**src/hdl/branch_pkg.sv**
```systemverilog
// branch_pkg: constants, encodings and helpers for the conditional branch unit
// assumes: single core clock, 13-bit program counter, 24-bit accumulators
package branch_pkg;

	// ---------------------------------------------------------------
	// widths
	// ---------------------------------------------------------------
	localparam int unsigned PC_W     = 13;          // 8 kB program space
	localparam int unsigned ACC_W    = 24;
	localparam int unsigned BIT_SEL_W = 5;
	localparam int unsigned LEN_W    = 2;
	localparam int unsigned CNT_W    = 3;

	typedef logic [PC_W-1:0]  pc_t;
	typedef logic [ACC_W-1:0] acc_t;
	typedef logic [7:0]       byte_t;

	// highest selectable accumulator bit
	localparam logic [BIT_SEL_W-1:0] BIT_INDEX_MAX = 5'h17;

	// ---------------------------------------------------------------
	// opcode encodings
	// ---------------------------------------------------------------
	// bit-test jumps: upper six bits pick the kind, low two bits pick the accumulator
	localparam logic [5:0] OP_BIT_ZERO_HI = 6'h10;  // opcode 8'h40..8'h43
	localparam logic [5:0] OP_BIT_ONE_HI  = 6'h11;  // opcode 8'h44..8'h47
	localparam byte_t      OP_NO_CARRY_REL = 8'h50;
	localparam byte_t      OP_NO_CARRY_ABS = 8'h51;

	// accumulator_operand select
	localparam logic [1:0] ACC_SEL_X = 2'h0;
	localparam logic [1:0] ACC_SEL_Y = 2'h1;
	localparam logic [1:0] ACC_SEL_Z = 2'h2;
	localparam logic [1:0] ACC_SEL_R = 2'h3;

	// ---------------------------------------------------------------
	// instruction lengths and execution cycles
	// ---------------------------------------------------------------
	localparam logic [LEN_W-1:0] LEN_BIT_JUMP = 2'h3;
	localparam logic [LEN_W-1:0] LEN_REL_JUMP = 2'h2;
	localparam logic [LEN_W-1:0] LEN_ABS_JUMP = 2'h3;
	localparam logic [LEN_W-1:0] LEN_UNKNOWN  = 2'h1;
	localparam logic [CNT_W-1:0] CYC_BIT_JUMP = 3'h4;
	localparam logic [CNT_W-1:0] CYC_REL_JUMP = 3'h3;
	localparam logic [CNT_W-1:0] CYC_ABS_JUMP = 3'h4;
	localparam logic [CNT_W-1:0] CYC_UNKNOWN  = 3'h2;

	// ---------------------------------------------------------------
	// reset values
	// ---------------------------------------------------------------
	localparam pc_t        PC_RESET  = 13'h0000;
	localparam logic [CNT_W-1:0] CNT_RESET = 3'h0;

	typedef enum logic [0:0]
	{
		ST_IDLE = 1'b0,
		ST_EXEC = 1'b1
	} exec_state_e;

	// address of the following instruction, wraps inside 8 kB
	function automatic pc_t next_pc(input pc_t pc, input logic [LEN_W-1:0] len);
		next_pc = pc + pc_t'(len);
	endfunction

	// relative target: signed byte displacement from the following instruction
	function automatic pc_t rel_target(input pc_t pc, input logic [LEN_W-1:0] len,
		input byte_t disp);
		rel_target = next_pc(pc, len) + pc_t'({{(PC_W-8){disp[7]}}, disp});
	endfunction

endpackage

```
**src/hdl/branch_eval_if.sv**
```systemverilog
// branch_eval_if: carries one fetched instruction to the evaluator and its verdict back
// assumes: driven by conditional_branch_unit, evaluated by branch_condition
`timescale 1ns/1ps
interface branch_eval_if;
	import branch_pkg::*;

	byte_t                opcode;
	byte_t                operand_1;
	byte_t                operand_2;
	pc_t                  instr_pc;
	acc_t                 acc_x;
	acc_t                 acc_y;
	acc_t                 acc_z;
	acc_t                 acc_r;
	logic                 carry;
	logic                 known;
	logic                 taken;
	pc_t                  target;
	logic [LEN_W-1:0]     length;
	logic [CNT_W-1:0]     cycles;

	modport ctrl (output opcode, operand_1, operand_2, instr_pc, acc_x, acc_y, acc_z, acc_r,
		carry, input known, taken, target, length, cycles);
	modport eval (input opcode, operand_1, operand_2, instr_pc, acc_x, acc_y, acc_z, acc_r,
		carry, output known, taken, target, length, cycles);
endinterface

```
**src/hdl/branch_condition.sv**
```systemverilog
// branch_condition: combinational decode of the three conditional jumps
// assumes: operands stable for the cycle in which the controller samples the verdict
`timescale 1ns/1ps
module branch_condition
(
	branch_eval_if.eval ev
);
	import branch_pkg::*;

	acc_t                 acc_sel;
	logic [BIT_SEL_W-1:0] bit_idx;
	logic                 bit_val;

	// accumulator and bit selection; an index above 23 reads as zero
	always_comb
	begin
		case (ev.opcode[1:0])
			ACC_SEL_X: acc_sel = ev.acc_x;
			ACC_SEL_Y: acc_sel = ev.acc_y;
			ACC_SEL_Z: acc_sel = ev.acc_z;
			ACC_SEL_R: acc_sel = ev.acc_r;
			default:   acc_sel = ev.acc_x;
		endcase
		bit_idx = ev.operand_1[BIT_SEL_W-1:0];
		bit_val = (bit_idx <= BIT_INDEX_MAX) ? acc_sel[bit_idx] : 1'b0;
	end

	// verdict, length and cycle count per opcode
	always_comb
	begin
		ev.known  = 1'b1;
		ev.taken  = 1'b0;
		ev.target = next_pc(ev.instr_pc, LEN_UNKNOWN);
		ev.length = LEN_UNKNOWN;
		ev.cycles = CYC_UNKNOWN;
		if (ev.opcode[7:2] == OP_BIT_ZERO_HI)
		begin
			ev.taken  = ~bit_val;
			ev.target = rel_target(ev.instr_pc, LEN_BIT_JUMP, ev.operand_2);
			ev.length = LEN_BIT_JUMP;
			ev.cycles = CYC_BIT_JUMP;
		end
		else if (ev.opcode[7:2] == OP_BIT_ONE_HI)
		begin
			ev.taken  = bit_val;
			ev.target = rel_target(ev.instr_pc, LEN_BIT_JUMP, ev.operand_2);
			ev.length = LEN_BIT_JUMP;
			ev.cycles = CYC_BIT_JUMP;
		end
		else if (ev.opcode == OP_NO_CARRY_REL)
		begin
			ev.taken  = ~ev.carry;
			ev.target = rel_target(ev.instr_pc, LEN_REL_JUMP, ev.operand_1);
			ev.length = LEN_REL_JUMP;
			ev.cycles = CYC_REL_JUMP;
		end
		else if (ev.opcode == OP_NO_CARRY_ABS)
		begin
			ev.taken  = ~ev.carry;
			ev.target = {ev.operand_1[PC_W-9:0], ev.operand_2};
			ev.length = LEN_ABS_JUMP;
			ev.cycles = CYC_ABS_JUMP;
		end
		else
		begin
			ev.known = 1'b0;
		end
	end

endmodule // branch_condition

```
**src/hdl/conditional_branch_unit.sv**
```systemverilog
// conditional_branch_unit: sequences the bit-test and carry-clear jumps of the core
// assumes: fetch presents opcode and both operand bytes together with instr_valid,
// accumulators and carry come from core logic on the same clock
`timescale 1ns/1ps

module conditional_branch_unit
(
	input  wire logic             core_clk,
	input  wire logic             rst_b,
	input  wire logic             instr_valid,
	input  wire branch_pkg::byte_t opcode,
	input  wire branch_pkg::byte_t operand_1,
	input  wire branch_pkg::byte_t operand_2,
	input  wire branch_pkg::pc_t  instr_pc,
	input  wire branch_pkg::acc_t acc_x,
	input  wire branch_pkg::acc_t acc_y,
	input  wire branch_pkg::acc_t acc_z,
	input  wire branch_pkg::acc_t acc_r,
	input  wire logic             carry,
	output logic                  instr_ready,
	output logic                  done,
	output logic                  branch_taken,
	output logic                  unknown_opcode,
	output branch_pkg::pc_t       pc_next
);
	import branch_pkg::*;

	// ---------------------------------------------------------------
	// evaluator hookup
	// ---------------------------------------------------------------
	branch_eval_if ev ();

	// inputs are already in the core clock domain, no synchroniser needed
	assign ev.opcode    = opcode;
	assign ev.operand_1 = operand_1;
	assign ev.operand_2 = operand_2;
	assign ev.instr_pc  = instr_pc;
	assign ev.acc_x     = acc_x;
	assign ev.acc_y     = acc_y;
	assign ev.acc_z     = acc_z;
	assign ev.acc_r     = acc_r;
	assign ev.carry     = carry;

	branch_condition u_cond
	(
		.ev (ev.eval)
	);

	// ---------------------------------------------------------------
	// sequencing state
	// ---------------------------------------------------------------
	exec_state_e          state_q;
	logic [CNT_W-1:0]     cnt_q;
	logic                 taken_q;
	logic                 known_q;
	pc_t                  dest_q;
	logic                 ready_q;
	logic                 done_q;
	logic                 taken_out_q;
	logic                 unknown_q;
	pc_t                  pc_q;
	logic                 accept;
	logic                 finish;

	assign accept = instr_valid & ready_q;
	assign finish = (state_q == ST_EXEC) && (cnt_q == CNT_W'(1));

	// state: idle until an instruction is taken, busy until its last cycle;
	// accept only happens while idle because ready is low when busy
	always_ff @(posedge core_clk)
	begin
		if (!rst_b)
		begin
			state_q <= ST_IDLE;
		end
		else
		begin
			case (state_q)
				ST_IDLE:
				begin
					if (accept)
					begin
						state_q <= ST_EXEC;
					end
				end
				ST_EXEC:
				begin
					if (finish)
					begin
						state_q <= ST_IDLE;
					end
				end
				default:
				begin
					state_q <= ST_IDLE;
				end
			endcase
		end
	end

	// cycle counter; loaded with cycles-1 so the answer lands exactly
	// cycles-1 edges after the accepting edge, whatever the instruction form
	always_ff @(posedge core_clk)
	begin
		if (!rst_b)
		begin
			cnt_q <= CNT_RESET;
		end
		else if (accept)
		begin
			cnt_q <= ev.cycles - CNT_W'(1);
		end
		else if (finish)
		begin
			cnt_q <= CNT_RESET;
		end
		else if (state_q == ST_EXEC)
		begin
			cnt_q <= cnt_q - CNT_W'(1);
		end
	end

	// verdict captured at accept so operand changes mid-instruction are harmless
	always_ff @(posedge core_clk)
	begin
		if (!rst_b)
		begin
			taken_q <= 1'b0;
			known_q <= 1'b0;
			dest_q  <= PC_RESET;
		end
		else if (accept)
		begin
			taken_q <= ev.taken & ev.known;
			known_q <= ev.known;
			dest_q  <= (ev.taken & ev.known) ? ev.target
				: next_pc(instr_pc, ev.length);
		end
	end

	// ready drops on accept and returns with the answer
	always_ff @(posedge core_clk)
	begin
		if (!rst_b)
		begin
			ready_q <= 1'b0;
		end
		else if (accept)
		begin
			ready_q <= 1'b0;
		end
		else if (finish || state_q == ST_IDLE)
		begin
			ready_q <= 1'b1;
		end
	end

	// ---------------------------------------------------------------
	// answer outputs
	// ---------------------------------------------------------------
	// no flag output exists: these jumps never write status, so the
	// core's flags simply keep their value across a branch

	// done is a one-cycle pulse; fetch treats it as the end of the instruction
	always_ff @(posedge core_clk)
	begin
		if (!rst_b)
		begin
			done_q <= 1'b0;
		end
		else
		begin
			done_q <= finish;
		end
	end

	// taken pulses with done only, so a stale verdict never steers fetch
	always_ff @(posedge core_clk)
	begin
		if (!rst_b)
		begin
			taken_out_q <= 1'b0;
		end
		else if (finish)
		begin
			taken_out_q <= taken_q;
		end
		else
		begin
			taken_out_q <= 1'b0;
		end
	end

	// unknown opcode flag; the core may trap on it, the pc still moves on by one
	always_ff @(posedge core_clk)
	begin
		if (!rst_b)
		begin
			unknown_q <= 1'b0;
		end
		else if (finish)
		begin
			unknown_q <= ~known_q;
		end
		else
		begin
			unknown_q <= 1'b0;
		end
	end

	// pc_next holds between answers so fetch may read it a cycle late
	always_ff @(posedge core_clk)
	begin
		if (!rst_b)
		begin
			pc_q <= PC_RESET;
		end
		else if (finish)
		begin
			// 13-bit pc wraps inside 8 kB
			pc_q <= dest_q;
		end
	end

	assign instr_ready    = ready_q;
	assign done           = done_q;
	assign branch_taken   = taken_out_q;
	assign unknown_opcode = unknown_q;
	assign pc_next        = pc_q;

endmodule // conditional_branch_unit

```
**config.mk**
```make
export PLATFORM = sky130hd
export DESIGN_NAME = conditional_branch_unit
export DESIGN_NICKNAME = d
export VERILOG_FILES = /design/src/hdl/branch_pkg.sv /design/src/hdl/branch_eval_if.sv /design/src/hdl/branch_condition.sv /design/src/hdl/conditional_branch_unit.sv
export SDC_FILE = /design/constraint.sdc
export NUM_CORES = 1
export LEC_CHECK = 0
export ABC_AREA = 0
export BUFFER_PORTS_ARGS = -buffer_cell sky130_fd_sc_hd__buf_2
export CELL_PAD_IN_SITES_DETAIL_PLACEMENT = 0
export CELL_PAD_IN_SITES_GLOBAL_PLACEMENT = 1
export CORE_ASPECT_RATIO = 0.75
export CORE_MARGIN = 2
export CORE_UTILIZATION = 38
export CTS_BUF_LIST = sky130_fd_sc_hd__clkbuf_4 sky130_fd_sc_hd__clkbuf_8
export DETAILED_ROUTE_END_ITERATION = 6
export PLACE_DENSITY = 0.92
export SLEW_MARGIN = 10
export SYNTH_ARGS = -nofsm -noshare
export SYNTH_HDL_FRONTEND = slang
export SYNTH_SLANG_ARGS = --single-unit
export TNS_END_PERCENT = 50
```
**constraint.sdc**
```tcl
create_clock -name core_clk -period 3.8 [get_ports core_clk]
set_input_delay 0.57 -clock core_clk [delete_from_list [all_inputs] [get_ports core_clk]]
set_output_delay 0.57 -clock core_clk [all_outputs]
set_load 0.02 [all_outputs]
```
Word-level counts from Yosys, hierarchy flattened --
Cells that the tools add are included.
Storage, ports and cells: register bits after elaboration 36, input port bits 137, output and inout port bits 17
Operators by class: add/subtract/negate cells 8, order comparisons 2, equal/unequal tests 8, mux-type cells 31, bitwise gates (word level) 7, reduce and logical (&&, ||, !) cells 6
Operators with widths (count):
- 24-bit case mux with 4 select lines | 1
- 13-bit 2-to-1 mux | 5
- 13-bit adder | 2
- 13-bit by 2-bit adder with 13-bit output (second input constant) | 2
- 3-bit 2-to-1 mux | 7
- 8-bit by 7-bit equality test with 1-bit output (second input constant) | 2
- 13-bit by 1-bit adder with 13-bit output (second input constant) | 1
- 13-bit by 2-bit adder with 13-bit output | 1
- 6-bit by 5-bit equality test with 1-bit output (second input constant) | 2
- 1-bit 2-to-1 mux | 12
- 2-bit 2-to-1 mux | 4
- 5-bit by 6-bit < comparator with 1-bit output (second input constant) | 1
- 3-bit by 1-bit subtractor with 3-bit output (second input constant) | 2
- 1-bit binary-select mux with 5-bit select | 1
- 5-bit <= comparator (second input constant) | 1
- 1-bit NOT | 5
- 2-bit equality test (second input constant) | 2
- 3-bit by 1-bit equality test with 1-bit output (second input constant) | 1
- 3-bit nonzero test | 1
- 1-bit bitwise AND | 2
- 2-bit by 1-bit equality test with 1-bit output (second input constant) | 1
- 2-bit logical NOT | 1
- 1-bit case mux with 2 select lines | 1
- 2-bit AND reduction | 1
- 3 further kinds | 3

Depth between registers and ports, before layout --
Gate-level depths: netlist of the first run.
word-level depth 9, mapped depth 16, depth with buffers taken out 15

By module --
Synthesis of the first run repeated with hierarchy kept, for this count alone.
Unflattened totals: cell total of the unflattened synthesis 576, area total of the unflattened synthesis 4570.6 um^2
Modules (own cells, without submodules):
- branch_condition | instances 1, cells an instance 368, area an instance 2871.5 um^2
- conditional_branch_unit | instances 1, cells an instance 208, area an instance 1699.1 um^2

Worst setup path before layout of the first run --
Ideal clock, no wire load.
path type input -> register, start input operand_1[1], end register dest_q[12], setup time 0.117 ns, arrival 3.229 ns, slack 0.454 ns, stages 11, path buffers 4, cells stage by stage clkbuf_1 -> clkbuf_1 -> mux4_2 -> mux4_2 -> a32oi_1 -> a211oi_1 -> or3b_1 -> buf_2 -> buf_6 -> a211o_1 -> a22o_1
On the way: longest elaborated chain between the ends 7, elaborated cells between the ends (all ways) 13
Ends and longest elaborated chain:
- from (decl) | line conditional_branch_unit.sv:12 | input wire branch_pkg::byte_t operand_1,
- 1-bit binary-select mux with 5-bit select | line branch_condition.sv:25 | bit_val = (bit_idx <= BIT_INDEX_MAX) ? acc_sel[bit_idx] : 1'b0;
- 1-bit 2-to-1 mux (implied by the code) | line branch_condition.sv:25
- 1-bit 2-to-1 mux | line branch_condition.sv:25
- 1-bit 2-to-1 mux or 1-bit NOT (tied branches) | line branch_condition.sv:43, branch_condition.sv:38
- 1-bit 2-to-1 mux | line branch_condition.sv:36 | if (ev.opcode[7:2] == OP_BIT_ZERO_HI)
- 1-bit bitwise AND | line conditional_branch_unit.sv:136 | dest_q <= (ev.taken & ev.known) ? ev.target
- 13-bit 2-to-1 mux (*) | line conditional_branch_unit.sv:136
- to (signal assigned) | line conditional_branch_unit.sv:136
- to (decl) | line conditional_branch_unit.sv:56 | pc_t dest_q;
Mark *: on every way between the ends. The rest lies on a longest branch, timed or not. The select of a mux whose other input is x is not followed. A chain may end at the register's enable or synchronous reset.

Worst setup path in the final report of the first run --
start input opcode[0], end register dest_q[3]
On the way: longest elaborated chain between the ends 9, elaborated cells between the ends (all ways) 30
Ends and longest elaborated chain:
- from (decl) | line conditional_branch_unit.sv:11 | input wire branch_pkg::byte_t opcode,
- 2-bit equality test (tied with other cells) | line branch_condition.sv:17 | case (ev.opcode[1:0])
- 24-bit case mux with 4 select lines | line branch_condition.sv:17
- 1-bit binary-select mux with 5-bit select | line branch_condition.sv:25
- 1-bit 2-to-1 mux (implied by the code) | line branch_condition.sv:25
- 1-bit 2-to-1 mux | line branch_condition.sv:25
- 1-bit 2-to-1 mux or 1-bit NOT (tied branches) | line branch_condition.sv:43, branch_condition.sv:38
- 1-bit 2-to-1 mux | line branch_condition.sv:36
- 1-bit bitwise AND | line conditional_branch_unit.sv:136
- 13-bit 2-to-1 mux (*) | line conditional_branch_unit.sv:136
Marks and branches as above.

==> impl_metrics.toml, run 1 <==
[timing]
hold_viol = 0
layout_min_cycle_time_ns = 3.37
period_share_pct = 88.6
rsz0062_at_grt = "false"
max-slew-margin-rel_pct = 64.7
worst_pin_slew_ns = 0.530
setup_viol = 0
fin_tns_setup_ns = 0
skew_ns = 0.00322
slew_violations = 0
max_freq_mhz = 297

[clocking]
max-clock-path-buffers = 2
clk_pin_slew_worst_paths_ns = 0.07
cts_tree = "yes"
cts_sinks = 36
htreeDepth = 2
postCtsHoldBufs = 0
clock_latency_ns = 0.28
cts.repair.resized = 0
cts_inserted_buffers = 5
post_cts.repair.setup_buffers = 0
root_buffer = "clkbuf_8"

[layout]
fin_util_pct = 49.5
n_antenna_cell = 0
nets = 869
fin_area_um2 = 5470
drive_above_1_share_pct = 33.4
area_growth_syn_to_layout_pct = 25.1

[critical_path]
crit_fanout = 18
critPathRequiredTime_ns = 4.02
crit_slowest_cell = "or3b_1"
setup.worst_path.class = "in2reg"
start_kind = "primary input"
cp-end-kind = "flip-flop"
crit_arrival_ns = 3.59
cpPeakStageDelay_ns = 0.49
path_cells = "buf_2 > buf_12 > nor2b_1 > a22o_1 > mux4_2 > a2111o_1 > a32oi_2 > a211oi_1 > or3b_1 > buf_4 > a2111oi_0 > a221o_1"

[drt]
detail_route.iter0.violations = 376
totalWireLength_mm = 14.2
antenna_left = 0
vias = 4683
vias_per_cell = 5.73
wl_per_cell_um = 17.3
drc = 0
dr.pass1.iters = 5

[power_and_ir_drop]
intPower_uw = 816
p_sw_share_pct = 35.1
clockPowerShare_pct = 22.2
combPwrFrac_pct = 45.6
leakagePower_nw = 2.55
pwr-share-seq_pct = 32.2
peakVddDrop_mv = 0.146
p_switching_uw = 442
powerDensity_nw_per_um2 = 230

[place]
placed_cell_area_um2 = 5380
gp_congestion = 0.978
dpl.hpwl_mm = 11.9
port_buffers = 153

[logic_synthesis]
yosysUniqueCellTypes = 60
yosysSeqAreaShare_pct = 16.5
synth_area_um2 = 4370
synthArstFlopShare_pct = 0
synthFlopType = "dfxtp_1"
yosysMostFrequentCell = "ha_1"
synth_common_cells = "ha_1, nor2_1, dfxtp_1"
yosys_register_bits = 36
avgSynthCellArea_um2 = 8.38
synth_nets = 715
syn_inst = 522
yosys-top-cells-area = "dfxtp_1, ha_1, mux4_2, mux2_2, xnor2_1"
synth_top_area_share_pct = 16.5
synth_edf_count = 0
synth.largest_area_cell = "dfxtp_1"
yosys_warnings = 0

[floorplanning]
die_y_um = 96.9
initial_utilization_pct = 39.5
ios = 154
dieArea_um2 = 12400
die_w_um = 128
rows = 33
core_area_um2 = 11100

[global_routing]
grt_pass1_wl_mm = 22.5
overflow = 0
grt_max_degree = 24
grt_usage_pct = 22.5
antenna_found_initial = 0
grt_pass1_vias = 4500

[outcome]
status = "finished clean"

[job]
drv_cap = 0

[hold_path]
hold_path.class = "reg2reg"
-- worst max-delay path: cells and delay by family --
| kind | cells | cell delay, ns |
|---|---|---|
| AOI/OAI and AO/OA | 6 | 1.43 |
| and+or+nand+nor | 2 | 0.64 |
| buffers and inverters | 3 | 0.49 |
| muxes | 1 | 0.45 |
-- sequential cells by signal (all words and copies together) (netlist names) --
signal and count:
dest_q 13, pc_next 13, cnt_q 3, branch_taken 1, done 1, instr_ready 1
known_q 1, state_q 1, taken_q 1, unknown_opcode 1
-- logic make-up after synthesis --
logic type                 after synthesis  synth area share (%)
adders and majority gates               56                  16.5
xor gates and xnor gates                41                  8.21
AOI/OAI and AO/OA                      150                  25.3
DFF                                     36                  16.5
and+or+nand+nor                        147                  15.6
muxes                                   38                  12.6
buffers and inverters                   54                  5.35
-- layer usage --
metal	global-route usage (%)	wire length, µm
met2	35.8	6470
met3	4.70	923
met4	3.47	131
met5	0	0
met1	31.9	6620
-- power groups by stage --
stage / registers, mW / logic (mW) / clock network [mW]
floorplan: 0.413 / 0.374 / 0
global placement: 0.413 / 0.554 / 0
detailed placement: 0.414 / 0.566 / 0
CTS: 0.405 / 0.570 / 0.283
global route: 0.407 / 0.636 / 0.301
finish: 0.405 / 0.573 / 0.278
-- metrics by stage --
step	setup slack, ns	cells	hold slack [ns]	total power [mW]
3_5_place_dp	0.157	809	0.414	0.980
6_report	0.432	817	0.425	1.26
5_1_grt	0.265	817	0.460	1.34
2_1_floorplan	0.454	522	0.393	0.787
3_3_place_gp	0.232	809	0.420	0.967
4_1_cts	0.461	817	0.424	1.26
-- cells in the final DEF, fill, tap and decap left out, types with 6 or more instances in the layout --
cell type	instances
xor2_1	15
a21oi_1	26
xnor2_1	26
nor2b_1	8
a22o_1	15
nand3_1	12
buf_4	23
nor2_1	48
mux4_2	11
clkbuf_8	6
o21ai_0	22
a221oi_1	13
ha_1	53
mux2_2	21
a211oi_1	10
o21a_1	6
a22oi_1	8
buf_2	153
inv_1	22
dfxtp_1	36
nor3_1	18
nand2_1	35
-- final timing paths --
check / startpoint / slack, ns / endpoint / depth (start not counted)
max: opcode[0] / 0.43 / dest_q[3] / 12
min: known_q / 0.42 / unknown_opcode / 1
max reg2reg: instr_ready / 2.15 / dest_q[3] / 5
min reg2reg: known_q / 0.42 / unknown_opcode / 1
-- final cells by class --
type / count / area (µm²)
Inverter: 23 / 86.3
Sequential cell: 36 / 721
Tap cell: 140 / 175
Timing Repair Buffer: 178 / 978
Fill cell: 1051 / 5590
Multi-Input combinational cell: 432 / 3420
Clock buffer: 6 / 82.6
Clock inverter: 2 / 10.0
Note: power is estimated with default switching activity, not from simulation.
==> run 2: changes to the inputs <==
--- a/config.mk
+++ b/config.mk
@@ -12,7 +12,8 @@
 export CORE_ASPECT_RATIO = 0.75
 export CORE_MARGIN = 2
 export CORE_UTILIZATION = 38
-export CTS_BUF_LIST = sky130_fd_sc_hd__clkbuf_4 sky130_fd_sc_hd__clkbuf_8
+export CTS_BUF_LIST = sky130_fd_sc_hd__clkbuf_4
+export CTS_CLUSTER_DIAMETER = 60
 export DETAILED_ROUTE_END_ITERATION = 6
 export PLACE_DENSITY = 0.92
 export SLEW_MARGIN = 10
==> run 2 against run 1 <==
  * Register-to-register slack about the same
  * Sequential power hardly changed
  * Clock power decreased by 31%
  * Sequential cell count is the same
  * Critical path type unchanged
  * Largest power group unchanged
==> impl_metrics.toml, run 2 (same netlist as run 1, synthesis figures left out) <==
[timing]
layout_min_cycle_time_ns = 3.30
max_freq_mhz = 303
hold_viol = 0
fin_tns_setup_ns = 0
rsz0062_at_grt = "false"
setup_viol = 0
skew_ns = 0.00912
period_share_pct = 86.9
max-slew-margin-rel_pct = 64.2
fin_ws_ns = 0.499
slew_violations = 0
worst_pin_slew_ns = 0.538

[clocking]
root_buffer = "clkbuf_4"
max-clock-path-buffers = 2
post_cts.repair.setup_buffers = 0
clock_latency_ns = 0.33
postCtsHoldBufs = 0
cts.repair.resized = 0
cts_inserted_buffers = 5
cts_sinks = 36
clk_pin_slew_worst_paths_ns = 0.10
cts_tree = "yes"
htreeDepth = 2

[power_and_ir_drop]
powerDensity_nw_per_um2 = 216
leakagePower_nw = 2.53
peakVddDrop_mv = 0.109

[drt]
detail_route.iter0.violations = 374
wl_per_cell_um = 17.3
vias = 4668
dr.pass1.iters = 5
totalWireLength_mm = 14.2
antenna_left = 0
vias_per_cell = 5.71
drc = 0

[floorplanning]
initial_utilization_pct = 39.5
ios = 154
rows = 33
core_area_um2 = 11100
die_y_um = 96.9
dieArea_um2 = 12400
die_w_um = 128

[critical_path]
reg2regPathDepth = 5
crit_fanout = 18
setup.worst_path.class = "in2reg"
ff2ff_setup_slack_ns = 2.15
start_kind = "primary input"
crit_arrival_ns = 3.58
r2r-start = "instr_ready"
critPathRequiredTime_ns = 4.07
cp-end-kind = "flip-flop"
r2r-end = "dest_q[3]"

[global_routing]
use_met3_pct = 4.70
grt_max_degree = 24
grt_pass1_wl_mm = 22.5
met2_usage_pct = 35.6
grtUsageMet1_pct = 32.0
grt_pass1_vias = 4496
antenna_found_initial = 0
overflow = 0
grt.busiest_layer = "met2"
grt_usage_pct = 22.5

[layout]
mostFrequentLayoutCell = "buf_2"
n_antenna_cell = 0
layout_common_cells = "buf_2, ha_1, nor2_1"
fin_area_um2 = 5430
fillers = 1063
area_growth_syn_to_layout_pct = 24.2
nets = 869
drive_above_1_share_pct = 33.2
fin_cells = 817

[place]
dpl.hpwl_mm = 11.9
pre_cts_ws_ns = 0.157
gp_congestion = 0.978
placed_cell_area_um2 = 5380
dpl.cell_count = 809
port_buffers = 153

[hold_path]
min-delay-start = "known_q"
min_to = "unknown_opcode"
hold_path.class = "reg2reg"
whs_path_depth = 1

[job]
drv_cap = 0

[outcome]
status = "finished clean"
run 2: cell types whose count changed in the layout (fill, tap and decap cells not counted):
cell / previous run / this run
clkbuf_8: 6 / 0
clkbuf_4: 0 / 5
clkinv_1: 0 / 1
run 2: through the flow:
step	total power [mW]	hold slack, ns	util (%)
3_5_place_dp	0.980	0.414	48.6
2_1_floorplan	0.787	0.393	-
3_3_place_gp	0.967	0.420	48.6
5_1_grt	1.26	0.467	49.1
4_1_cts	1.17	0.429	49.1
6_report	1.17	0.423	49.1
run 2: power by group:
group	total [mW]	leakage [nW]	switching, mW	internal [mW]
Combinational	0.574	2.20	0.297	0.277
Sequential	0.405	0.293	0.0111	0.394
Clock	0.192	0.0324	0.125	0.0679
run 2: area by class of cell:
type / instances / area [µm²] / area share, %
inverter: 23 / 86.3 / 1.59
multi-input combinational: 432 / 3420 / 63.0
clock buffer: 5 / 37.5 / 0.691
tap: 140 / 175 / 3.23
sequential: 36 / 721 / 13.3
clock inverter: 3 / 13.8 / 0.253
timing repair buffer: 178 / 978 / 18.0
run 2: metal layers:
| metal | part of all wire [%] | vias up | routed length [µm] |
|---|---|---|---|
| met5 | 0 | - | 0 |
| met4 | 1.1 | 0 | 153 |
| met3 | 7.0 | 18 | 986 |
| met2 | 45 | 151 | 6440 |
| met1 | 47 | 2227 | 6590 |
| li1 | - | 2272 | - |
run 2: critical path, stage by stage:
cell       delay (ns)
buf_2            0.13
buf_12           0.15
nor2b_1          0.15
a22o_1           0.24
mux4_2           0.45
a2111o_1         0.43
a32oi_2          0.18
a211oi_1         0.11
or3b_1           0.49
buf_4            0.21
a2111oi_0        0.29
a221o_1          0.17
run 2: how the worst max path moves through the flow:
stage | from | end | cells past startpoint
after global routing | opcode[0] | dest_q[3] | 13
after CTS | opcode[0] | dest_q[3] | 12
after floorplan | operand_1[1] | dest_q[12] | 11
after detailed placement | opcode[0] | dest_q[3] | 12
after global placement | opcode[0] | dest_q[3] | 12
final | opcode[0] | dest_q[3] | 12
